**src/design/flash_id_pkg.sv**
```systemverilog
// Function
// - In deep sleep, ignore all instructions except wake-and-identify, which wakes the device.
// - Wake-only: opcode ABh alone, then standby after the wake delay.
// - Identify: ABh, three dummy bytes, then device code MSB first on falling edges.
// - Device code repeats while clocked; chip select rising ends the instruction.
// - Standby immediately if awake; after identify-wake delay if it was asleep.
// - Wake-and-identify returns the device code when awake and not busy.
// - Wake-and-identify during erase, program or status write is not decoded.
// - 90h plus address: 000000h gives maker then device; 000001h device first.
// - 9Fh returns maker code, memory type, then capacity.
// - Standard identify shifts 24 bits on falling edges; chip select high stops it.
// - Standard identify during erase or program is not decoded.
// - 3Ah enters OTP mode; extra sector maps at 03F000h to 03F0FFh.
// - In OTP mode the protect bit position reports the lock flag.
// - In OTP mode program and erase are refused while lock is 1.
// - In OTP mode a status write ignores its data and sets lock.
// - Extra sector writable only with lock 0 and protect field 000.
// - Write-disable 04h leaves OTP mode and restores normal mapping.
// - Delivered state: array reads FFh, status register reads 00h.
// - After power-up, write instructions are inhibited for 1 to 10 ms.
// - Wake-only delay to standby is at most 3 us.
// - Identify wake delay to standby is at most 1.8 us.
package flash_id_pkg;

    // Instruction codes
    localparam logic [7:0] OP_WAKE_ID       = 8'hab;
    localparam logic [7:0] OP_MAKER_DEV     = 8'h90;
    localparam logic [7:0] OP_STD_ID        = 8'h9f;
    localparam logic [7:0] OP_OTP_ENTER     = 8'h3a;
    localparam logic [7:0] OP_WRITE_DISABLE = 8'h04;
    localparam logic [7:0] OP_STATUS_WRITE  = 8'h01;
    localparam logic [7:0] OP_DEEP_SLEEP    = 8'hb9;

    // Identification bytes, values arbitrary
    localparam logic [7:0] MAKER_CODE_DEF   = 8'h5a;
    localparam logic [7:0] DEVICE_CODE_DEF  = 8'h11;
    localparam logic [7:0] MEM_TYPE_DEF     = 8'h31;
    localparam logic [7:0] CAPACITY_DEF     = 8'h12;

    // Frame bit positions, counted in rising clock edges after select
    localparam int         CNT_W            = 6;
    localparam logic [5:0] OPCODE_LAST      = 6'h07;
    localparam logic [5:0] OPCODE_END       = 6'h08;
    localparam logic [5:0] STATUS_WR_END    = 6'h10;
    localparam logic [5:0] ADDR_LAST        = 6'h1f;
    localparam logic [5:0] ADDR_END         = 6'h20;
    localparam logic [5:0] CNT_TOP          = 6'h3f;
    localparam logic [5:0] STD_ID_END       = 6'h18;

    // OTP window and status reset values
    localparam logic [23:0] OTP_BASE        = 24'h03f000;
    localparam logic [23:0] OTP_LAST        = 24'h03f0ff;
    localparam logic [7:0]  STATUS_RESET    = 8'h00;
    localparam int          PROTECT_POS     = 7;
    localparam logic [2:0]  BP_CLEAR        = 3'h0;

    // Timing
    localparam int CLK_PERIOD_NS            = 5;
    localparam int WAKE_DELAY_NS            = 3000;
    localparam int IDENTIFY_WAKE_DELAY_NS   = 1800;
    localparam int POWERUP_INHIBIT_MIN_MS   = 1;
    localparam int WAKE_CYCLES              = WAKE_DELAY_NS / CLK_PERIOD_NS;
    localparam int ID_WAKE_CYCLES           = IDENTIFY_WAKE_DELAY_NS / CLK_PERIOD_NS;
    localparam int POWERUP_CYCLES           =
        (POWERUP_INHIBIT_MIN_MS * 1000000 + CLK_PERIOD_NS - 1) / CLK_PERIOD_NS;
    localparam int TIMER_W                  = 18;

    // Power state
    typedef enum logic [2:0] {
        ST_STANDBY = 3'b001,
        ST_SLEEP   = 3'b010,
        ST_WAKING  = 3'b100
    } power_state_t;

endpackage : flash_id_pkg

```
**src/design/flash_delay_timer.sv**
```systemverilog
`timescale 1ns/100ps
module flash_delay_timer #(
    parameter int         WIDTH       = 18,
    parameter int         RESET_COUNT = 0
) (
    // Clock and reset
    input  wire logic             i_clk,
    input  wire logic             i_rst,
    // Load
    input  wire logic             i_load,
    input  wire logic [WIDTH-1:0] i_count,
    // Status
    output logic                  o_busy
);
    logic [WIDTH-1:0] count;
    logic [WIDTH-1:0] next_count;

    initial begin
        if (WIDTH < 2 || WIDTH > 30 || RESET_COUNT < 0 || RESET_COUNT >= (1 << WIDTH)) begin
            $error("flash_delay_timer: bad WIDTH or RESET_COUNT");
        end
    end

    // Down counter; a load overrides the running count
    always_comb begin
        next_count = count;
        if (i_load) begin
            next_count = i_count;
        end else if (count != '0) begin
            next_count = count - 1'b1;
        end
    end

    always_ff @(posedge i_clk) begin
        if (i_rst) begin
            count <= WIDTH'(RESET_COUNT);
        end else begin
            count <= next_count;
        end
    end

    assign o_busy = (count != '0);

endmodule : flash_delay_timer

```
**src/design/flash_id_ctrl.sv**
```systemverilog
`timescale 1ns/100ps
module flash_id_ctrl
    import flash_id_pkg::*;
#(
    parameter int         PUW_CYCLES  = flash_id_pkg::POWERUP_CYCLES,
    parameter logic [7:0] MAKER_CODE  = flash_id_pkg::MAKER_CODE_DEF,
    parameter logic [7:0] DEVICE_CODE = flash_id_pkg::DEVICE_CODE_DEF,
    parameter logic [7:0] MEM_TYPE    = flash_id_pkg::MEM_TYPE_DEF,
    parameter logic [7:0] CAPACITY    = flash_id_pkg::CAPACITY_DEF
) (
    // Clock and reset
    input  wire logic        i_clk,
    input  wire logic        i_rst,
    // Serial link, sampled on i_clk
    input  wire logic        i_cs_n,
    input  wire logic        i_sclk,
    input  wire logic        i_serial_in,
    output logic             o_serial_out,
    output logic             o_serial_out_oe_n,
    // Device state from the rest of the flash
    input  wire logic        i_pe_busy,
    input  wire logic        i_status_write_busy,
    input  wire logic        i_write_enable,
    input  wire logic        i_status_protect,
    input  wire logic [2:0]  i_block_protect,
    input  wire logic [23:0] i_array_addr,
    // Mode and permission outputs
    output logic             o_standby,
    output logic             o_deep_sleep,
    output logic             o_otp_mode,
    output logic             o_otp_lock,
    output logic             o_otp_hit,
    output logic             o_status_protect_view,
    output logic             o_otp_pe_allow,
    output logic             o_other_pe_allow,
    output logic             o_write_inhibit
);
    import flash_id_pkg::*;

    initial begin
        if (PUW_CYCLES < 1 || PUW_CYCLES >= (1 << TIMER_W)) begin
            $error("flash_id_ctrl: PUW_CYCLES out of range");
        end
    end

    // Edge detection on the link pins
    logic sclk_q;
    logic cs_n_q;
    logic sclk_rise;
    logic sclk_fall;
    logic cs_rise;
    logic cs_fall;
    logic busy_any;

    assign sclk_rise = !i_cs_n && i_sclk && !sclk_q;
    assign sclk_fall = !i_cs_n && !i_sclk && sclk_q;
    assign cs_rise   = i_cs_n && !cs_n_q;
    assign cs_fall   = !i_cs_n && cs_n_q;
    assign busy_any  = i_pe_busy || i_status_write_busy;

    // Frame decode state
    logic [CNT_W-1:0] bit_cnt;
    logic [7:0]       shift;
    logic [7:0]       opcode;
    logic             op_valid;
    logic             addr_lsb;
    logic             id_wake;
    logic             id_maker;
    logic             id_std;
    logic [CNT_W-1:0] next_bit_cnt;
    logic [7:0]       next_shift;
    logic [7:0]       next_opcode;
    logic             next_op_valid;
    logic             next_addr_lsb;
    logic             next_id_wake;
    logic             next_id_maker;
    logic             next_id_std;
    logic [7:0]       op_now;

    // Power and OTP state
    power_state_t     state;
    power_state_t     next_state;
    logic             otp_mode;
    logic             otp_lock;
    logic             next_otp_mode;
    logic             next_otp_lock;
    logic             wake_load;
    logic [TIMER_W-1:0] wake_count;
    logic             wake_busy;
    logic             pu_busy;

    // Serial output
    logic             next_so;
    logic             next_so_oe_n;
    logic [CNT_W-1:0] out_idx;
    logic [7:0]       out_byte;

    // Shift in on rising edges; the count wraps 63 to 32 so ABh and 90h id bytes keep cycling
    always_comb begin
        op_now        = {shift[6:0], i_serial_in};
        next_bit_cnt  = bit_cnt;
        next_shift    = shift;
        next_opcode   = opcode;
        next_op_valid = op_valid;
        next_addr_lsb = addr_lsb;
        next_id_wake  = id_wake;
        next_id_maker = id_maker;
        next_id_std   = id_std;
        if (cs_fall) begin
            // A new select always starts with a fresh opcode
            next_bit_cnt  = '0;
            next_op_valid = 1'b0;
            next_id_wake  = 1'b0;
            next_id_maker = 1'b0;
            next_id_std   = 1'b0;
            next_addr_lsb = 1'b0;
        end else if (sclk_rise) begin
            next_shift   = op_now;
            next_bit_cnt = (bit_cnt == CNT_TOP) ? ADDR_END : bit_cnt + 1'b1;
            if (bit_cnt == OPCODE_LAST) begin
                next_opcode   = op_now;
                next_op_valid = 1'b1;
                // Sleep lets only the wake code through; busy cycles block ids, except that a status write alone does not block 9Fh
                next_id_wake  = (op_now == OP_WAKE_ID) && !busy_any;
                next_id_maker = (op_now == OP_MAKER_DEV) && !busy_any
                                && (state == ST_STANDBY);
                next_id_std   = (op_now == OP_STD_ID) && !i_pe_busy
                                && (state == ST_STANDBY);
            end
            if (bit_cnt == ADDR_LAST) begin
                next_addr_lsb = i_serial_in;
            end
        end
    end

    always_ff @(posedge i_clk) begin
        if (i_rst) begin
            sclk_q   <= 1'b0;
            cs_n_q   <= 1'b1;
            bit_cnt  <= '0;
            shift    <= 8'h00;
            opcode   <= 8'h00;
            op_valid <= 1'b0;
            addr_lsb <= 1'b0;
            id_wake  <= 1'b0;
            id_maker <= 1'b0;
            id_std   <= 1'b0;
        end else begin
            sclk_q   <= i_sclk;
            cs_n_q   <= i_cs_n;
            bit_cnt  <= next_bit_cnt;
            shift    <= next_shift;
            opcode   <= next_opcode;
            op_valid <= next_op_valid;
            addr_lsb <= next_addr_lsb;
            id_wake  <= next_id_wake;
            id_maker <= next_id_maker;
            id_std   <= next_id_std;
        end
    end

    // Identification byte and bit for the current falling edge
    always_comb begin
        out_idx  = id_std ? bit_cnt - OPCODE_END : bit_cnt - ADDR_END;
        out_byte = 8'hff;
        if (id_wake) begin
            out_byte = DEVICE_CODE;
        end else if (id_maker) begin
            out_byte = (out_idx[3] ^ addr_lsb) ? DEVICE_CODE : MAKER_CODE;
        end else if (id_std && bit_cnt < ADDR_END) begin
            case (out_idx[4:3])
                2'b00:   out_byte = MAKER_CODE;
                2'b01:   out_byte = MEM_TYPE;
                2'b10:   out_byte = CAPACITY;
                default: out_byte = 8'hff;
            endcase
        end
    end

    // Output changes on falling edges; deselect releases the pin at once
    always_comb begin
        next_so      = o_serial_out;
        next_so_oe_n = o_serial_out_oe_n;
        if (i_cs_n) begin
            next_so      = 1'b0;
            next_so_oe_n = 1'b1;
        end else if (sclk_fall) begin
            if ((id_wake || id_maker) && bit_cnt >= ADDR_END) begin
                next_so      = out_byte[3'd7 - out_idx[2:0]];
                next_so_oe_n = 1'b0;
            end else if (id_std && bit_cnt >= OPCODE_END) begin
                next_so      = out_byte[3'd7 - out_idx[2:0]];
                next_so_oe_n = 1'b0;
            end
        end
    end

    always_ff @(posedge i_clk) begin
        if (i_rst) begin
            o_serial_out      <= 1'b0;
            o_serial_out_oe_n <= 1'b1;
        end else begin
            o_serial_out      <= next_so;
            o_serial_out_oe_n <= next_so_oe_n;
        end
    end

    // Power state, OTP mode and lock; instructions act on deselect
    always_comb begin
        next_state    = state;
        next_otp_mode = otp_mode;
        next_otp_lock = otp_lock;
        wake_load     = 1'b0;
        wake_count    = '0;
        case (state)
            ST_SLEEP: begin
                // Only the wake code leaves sleep; the delay depends on an id read
                if (cs_rise && op_valid && id_wake) begin
                    next_state = ST_WAKING;
                    wake_load  = 1'b1;
                    if (bit_cnt >= ADDR_END) begin
                        wake_count = TIMER_W'(ID_WAKE_CYCLES - 1);
                    end else begin
                        wake_count = TIMER_W'(WAKE_CYCLES - 1);
                    end
                end
            end
            ST_WAKING: begin
                // Host keeps select high meanwhile, so no frame is decoded here
                if (!wake_busy) begin
                    next_state = ST_STANDBY;
                end
            end
            ST_STANDBY: begin
                if (cs_rise && op_valid && bit_cnt == OPCODE_END) begin
                    if (opcode == OP_DEEP_SLEEP && !busy_any) begin
                        next_state = ST_SLEEP;
                    end else if (opcode == OP_OTP_ENTER && !busy_any) begin
                        next_otp_mode = 1'b1;
                    end else if (opcode == OP_WRITE_DISABLE) begin
                        next_otp_mode = 1'b0;
                    end
                end
                // Data byte is ignored; the lock is one-way until power is lost
                if (cs_rise && op_valid && bit_cnt == STATUS_WR_END
                        && opcode == OP_STATUS_WRITE && otp_mode && i_write_enable
                        && !busy_any && !pu_busy) begin
                    next_otp_lock = 1'b1;
                end
            end
            default: begin
                next_state = ST_STANDBY;
            end
        endcase
    end

    always_ff @(posedge i_clk) begin
        if (i_rst) begin
            state    <= ST_STANDBY;
            otp_mode <= 1'b0;
            otp_lock <= STATUS_RESET[PROTECT_POS];
        end else begin
            state    <= next_state;
            otp_mode <= next_otp_mode;
            otp_lock <= next_otp_lock;
        end
    end

    // Wake delay timer
    flash_delay_timer #(
        .WIDTH       (TIMER_W),
        .RESET_COUNT (0)
    ) u_wake_timer (
        .i_clk   (i_clk),
        .i_rst   (i_rst),
        .i_load  (wake_load),
        .i_count (wake_count),
        .o_busy  (wake_busy)
    );

    // Power-up write inhibit timer, started by reset
    flash_delay_timer #(
        .WIDTH       (TIMER_W),
        .RESET_COUNT (PUW_CYCLES)
    ) u_powerup_timer (
        .i_clk   (i_clk),
        .i_rst   (i_rst),
        .i_load  (1'b0),
        .i_count ('0),
        .o_busy  (pu_busy)
    );

    // Registered view of modes and write permissions
    always_ff @(posedge i_clk) begin
        if (i_rst) begin
            o_standby             <= 1'b1;
            o_deep_sleep          <= 1'b0;
            o_otp_mode            <= 1'b0;
            o_otp_lock            <= 1'b0;
            o_otp_hit             <= 1'b0;
            o_status_protect_view <= 1'b0;
            o_otp_pe_allow        <= 1'b0;
            o_other_pe_allow      <= 1'b0;
            o_write_inhibit       <= 1'b1;
        end else begin
            o_standby             <= (state == ST_STANDBY);
            o_deep_sleep          <= (state == ST_SLEEP);
            o_otp_mode            <= otp_mode;
            o_otp_lock            <= otp_lock;
            o_otp_hit             <= otp_mode && i_array_addr >= OTP_BASE
                                     && i_array_addr <= OTP_LAST;
            o_status_protect_view <= otp_mode ? otp_lock : i_status_protect;
            o_otp_pe_allow        <= otp_mode && !otp_lock && !pu_busy
                                     && (state == ST_STANDBY)
                                     && i_block_protect == BP_CLEAR;
            o_other_pe_allow      <= !(otp_mode && otp_lock) && !pu_busy
                                     && (state == ST_STANDBY);
            o_write_inhibit       <= pu_busy;
        end
    end

    // Checks
    sleep_ignore_a: assert property (@(posedge i_clk) disable iff (i_rst)
        (state == ST_SLEEP && cs_rise && !id_wake) |=> state == ST_SLEEP)
        else $error("sleep left without wake code");

    wake_enter_a: assert property (@(posedge i_clk) disable iff (i_rst)
        (state == ST_SLEEP && cs_rise && op_valid && id_wake) |=> state == ST_WAKING)
        else $error("wake code did not start wake");

    wake_bound_a: assert property (@(posedge i_clk) disable iff (i_rst)
        (state == ST_SLEEP && cs_rise && id_wake && bit_cnt < ADDR_END)
        |=> ##[1:600] state == ST_STANDBY)
        else $error("wake delay too long");

    id_wake_bound_a: assert property (@(posedge i_clk) disable iff (i_rst)
        (state == ST_SLEEP && cs_rise && id_wake && bit_cnt >= ADDR_END)
        |=> ##[1:360] state == ST_STANDBY)
        else $error("identify wake delay too long");

    id_busy_a: assert property (@(posedge i_clk) disable iff (i_rst)
        (sclk_rise && bit_cnt == OPCODE_LAST && busy_any) |=> !id_wake && !id_maker)
        else $error("id decoded while busy");

    std_busy_a: assert property (@(posedge i_clk) disable iff (i_rst)
        (sclk_rise && bit_cnt == OPCODE_LAST && i_pe_busy) |=> !id_std)
        else $error("standard id decoded while busy");

    release_a: assert property (@(posedge i_clk) disable iff (i_rst)
        i_cs_n |=> o_serial_out_oe_n)
        else $error("output not released on deselect");

    code_bit_a: assert property (@(posedge i_clk) disable iff (i_rst)
        (sclk_fall && id_wake && bit_cnt == ADDR_END)
        |=> !o_serial_out_oe_n && o_serial_out == DEVICE_CODE[7])
        else $error("device code not MSB first");

    lock_set_a: assert property (@(posedge i_clk) disable iff (i_rst)
        $rose(otp_lock) |-> $past(otp_mode) && $past(opcode) == OP_STATUS_WRITE)
        else $error("lock set outside OTP status write");

    lock_block_a: assert property (@(posedge i_clk) disable iff (i_rst)
        (otp_mode && otp_lock) |=> !o_other_pe_allow && !o_otp_pe_allow)
        else $error("program allowed while locked");

    wake_cover: cover property (@(posedge i_clk) disable iff (i_rst)
        state == ST_WAKING ##1 state == ST_STANDBY);
    std_id_cover: cover property (@(posedge i_clk) disable iff (i_rst)
        id_std && sclk_fall && bit_cnt == 6'h17);
    lock_cover: cover property (@(posedge i_clk) disable iff (i_rst) $rose(otp_lock));
    maker_cover: cover property (@(posedge i_clk) disable iff (i_rst)
        id_maker && addr_lsb && sclk_fall && bit_cnt == ADDR_END);

endmodule : flash_id_ctrl

```
**config.mk**
```make
export PLATFORM = sky130hd
export DESIGN_NAME = flash_id_ctrl
export DESIGN_NICKNAME = d
export VERILOG_FILES = /design/src/design/flash_id_pkg.sv /design/src/design/flash_delay_timer.sv /design/src/design/flash_id_ctrl.sv
export SDC_FILE = /design/constraint.sdc
export NUM_CORES = 1
export LEC_CHECK = 0
export ABC_AREA = 0
export BUFFER_PORTS_ARGS = -buffer_cell sky130_fd_sc_hd__clkbuf_2
export CORE_MARGIN = 2
export CORE_UTILIZATION = 54
export CTS_BUF_LIST = sky130_fd_sc_hd__clkbuf_8
export DETAILED_ROUTE_END_ITERATION = 10
export PLACE_DENSITY = 0.77
export SLEW_MARGIN = 10
export SYNTH_ARGS = -nofsm -noshare
export SYNTH_HDL_FRONTEND = slang
export SYNTH_SLANG_ARGS = --single-unit
```
**constraint.sdc**
```tcl
create_clock -name i_clk -period 2 [get_ports i_clk]
set_input_delay 0.1 -clock i_clk [delete_from_list [all_inputs] [get_ports i_clk]]
set_output_delay 0.1 -clock i_clk [all_outputs]
set_load 0.005 [all_outputs]
```
==> summary.md <==
| Metric | Value |
|---|---|
| Fin. Hold Viols | 0 |
| Antenna Cells | 0 |
| Setup TNS | 0 ns |
| R2R Setup Slk | 0.07 ns |
| Mapped Area | between 3000 and 4000 sq um |
| Fin cells | between 600 and 700 |
| Starting Density | between 50 and 60% |
| Synth cell types | between 60 and 70 |
| First-pass GRT wire length | about 14 mm |
| EDFF count, synth | 0 |
| Synth Flop Type | dfxtp_1 |
| Largest net degree at the start of global routing | 36 |
| Maximum fanout along the worst path | 7 |
| Asr flop ratio synth | 0% |
| TritonCTS Buffers | 9 |
| Max_cap viols | 0 |
| Iteration count of the initial detailed-routing pass | 4 |
| Slew headroom | between 60 and 70% |
| VDD IR max | approximately 0.00061 V |
| WHS | ~0.018 ns |
| Skew-Pair Late Insertion Delay | around 0.34 ns |
| H-tree depth | 3 |
| DRT iter0 DRCs | between 100 and 150 |
| Slowest stage cell, crit path | or4_4 |
| # rows | 31 |
| Final period util | between 90% and 100% |
| TritonCTS Sinks | 80 |
| Wire per inst | roughly 14 um |
| Vias per cell | roughly 5.5 |
| CTS tree | done |
| DRC viols | 0 |
| Dpl ws | -0.0649 ns |
| Worst setup path class | reg2reg |
| Most frequent cells in the layout | 78 x dfxtp_1, 53 x nor2_1, 41 x nand2_1 |
| Gpl congestion | roughly 0.87 |
| Longest Clk Path Bufs | 2 |
| Crit path cell chain | or4_4, or4_4, o21ai_0, xor2_1, nor2_1 |
| Register area share after synthesis | 41.0% |
| CP Capture Type | flop |
| Die width | between 80 and 90 um |
| Most used cell, CP | or4_4 |
| CP startpoint kind | flop |
| Post-route cell area | roughly 4700 sq um |
| Leakage | 1.89 nW |
| Layout cells sized above 1 | 21.6% |
| Synthesized net count | a little over 500 |
| Area grow syn2layout | 21.1% |
| IO buf count | 38 |
| Worst EP arrival | 2.15 ns |
| RSZ-0062 raised after global routing | true |
| Final Skew | roughly 0.0094 ns |
| Setup-failing EPs final | 0 |
| Total Power | approximately 5.5 mW |
| Register clock-pin slew on the reported worst setup and hold paths | approximately 0.08 ns |
| Antenna Violating Nets Remaining | 0 |
| Slew @ Worst Pin | 0.488 ns |
| Crit path largest cell delay | between 0.5 and 0.6 ns |
| Layout Utilization | approximately two thirds |
| Vias in the first global route | 3165 |
| Die Height | between 80 and 90 um |
| Area after DPL | between 4000 and 5000 sq um |
| Total grt overflow | 0 |
| Vias | between 3k and 4k |
| Die area | about 7900 sq um |
| Worst setup margin | between 0.06 and 0.07 ns |
| Nets | approximately 570 |
| Max Freq | 0.518 GHz |
| Slew Limit Fails | 0 |
| Fin crit period | ~1.9 ns |
| Outcome | completed |
| Buffers & Inverters on Critical Path | 0 |
| Yosys reg bits | 80 |
| Mean area per synthesized cell | 8.52 sq um |
| Placed cell count | between 600 and 700 |
| Delay-heaviest family, CP | simple AND/OR/NAND/NOR gates |
| CTS root buffer | clkbuf_8 |
| Warnings from Yosys | 0 |
| Final HPWL DP | between 6 and 7 mm |
| Most common cell after layout, fill and taps aside | dfxtp_1 |
| Initial antenna violation count | 0 |
| Core area | around 7000 sq um |
| P per Cell Area | around 1200 nW/um^2 |
| I/O pin total | 47 |
| Total Routed Length | between 8 and 9 mm |
| Worst Hold Class | in2reg |
| CP required | 2.22 ns |
| All-Layer GR Usage | about 23% |
| Mapped Cells | approximately 460 |
==> logic make-up after synthesis <==
kind of cell	synth area share, %
XOR/XNOR	6.21
adder cells (fa/ha/maj)	2.88
flip-flops	41.0
buffers and inverters	4.00
AND/OR/NAND/NOR	30.8
multiplexers	2.56
AO/OA/AOI/OAI	12.5
==> state kept, by name, summed over array words and instances, names as in the netlist, 3 cells and up <==
signal / flops
u_wake_timer.count: 18
opcode: 8
state: 3
bit_cnt: 6
shift: 7
u_powerup_timer.count: 18
==> worst register-to-register path, cell delays in order, from the launching register on <==
cell and delay [ns]:
dfxtp_1 0.32, or4_4 0.54, or4_4 0.50, o21ai_0 0.22, xor2_1 0.17, nor2_1 0.06
==> area by class of cell <==
cell class                      count  area (sq um)
Sequential cell                    80          1600
Timing Repair Buffer               75           478
Clock buffer                        9           124
Tap cell                           99           124
Inverter                           21          78.8
Clock inverter                      6          86.3
Fill cell                         617          2400
Multi-Input combinational cell    341          2240
==> synth_stat cells (all sizes together), types with 10 or more instances <==
cell / instances / area share (%)
nand3: 15 / 2.0
nor2: 54 / 5.4
o21ai: 12 / 1.5
inv: 20 / 1.9
mux2i: 10 / 2.6
clkbuf: 16 / 1.8
a21oi: 30 / 3.8
nand2: 41 / 3.9
nor3: 23 / 2.9
dfxtp: 80 / 41
nor4: 10 / 2.3
xnor2: 15 / 3.4
xor2: 10 / 2.2
==> worst paths after layout <==
check / startpoint / to / cells past startpoint
setup / recovery: u_powerup_timer.count[11] / u_powerup_timer.count[3] / 5
hold / removal: i_write_enable / otp_lock / 3
setup reg to reg: u_powerup_timer.count[11] / u_powerup_timer.count[3] / 5
hold reg to reg: o_serial_out_oe_n / o_serial_out_oe_n / 2
==> where the power goes <==
part / internal [mW] / switching, mW
clock: 0.694 / 0.560
sequential: 1.79 / 0.192
combinational: 1.19 / 1.11
==> routing by layer <==
layer	track usage, %	vias to the layer above	wire (um)
met3	4.62	11	204
met5	0	-	0
met4	8.41	0	128
met1	27.3	1615	3810
li1	-	1775	-
met2	39.2	41	4480
==> what timing repair did <==
action | CTS | global route
hold buffers | 4 | 0
setup buffers | 0 | 3
endpoints found under the setup margin | 10 | 14
gates resized for setup | 4 | 18
endpoints found under the hold margin | 3 | 0
pin swaps | 0 | 5
Power figures use the tool's default switching activity.
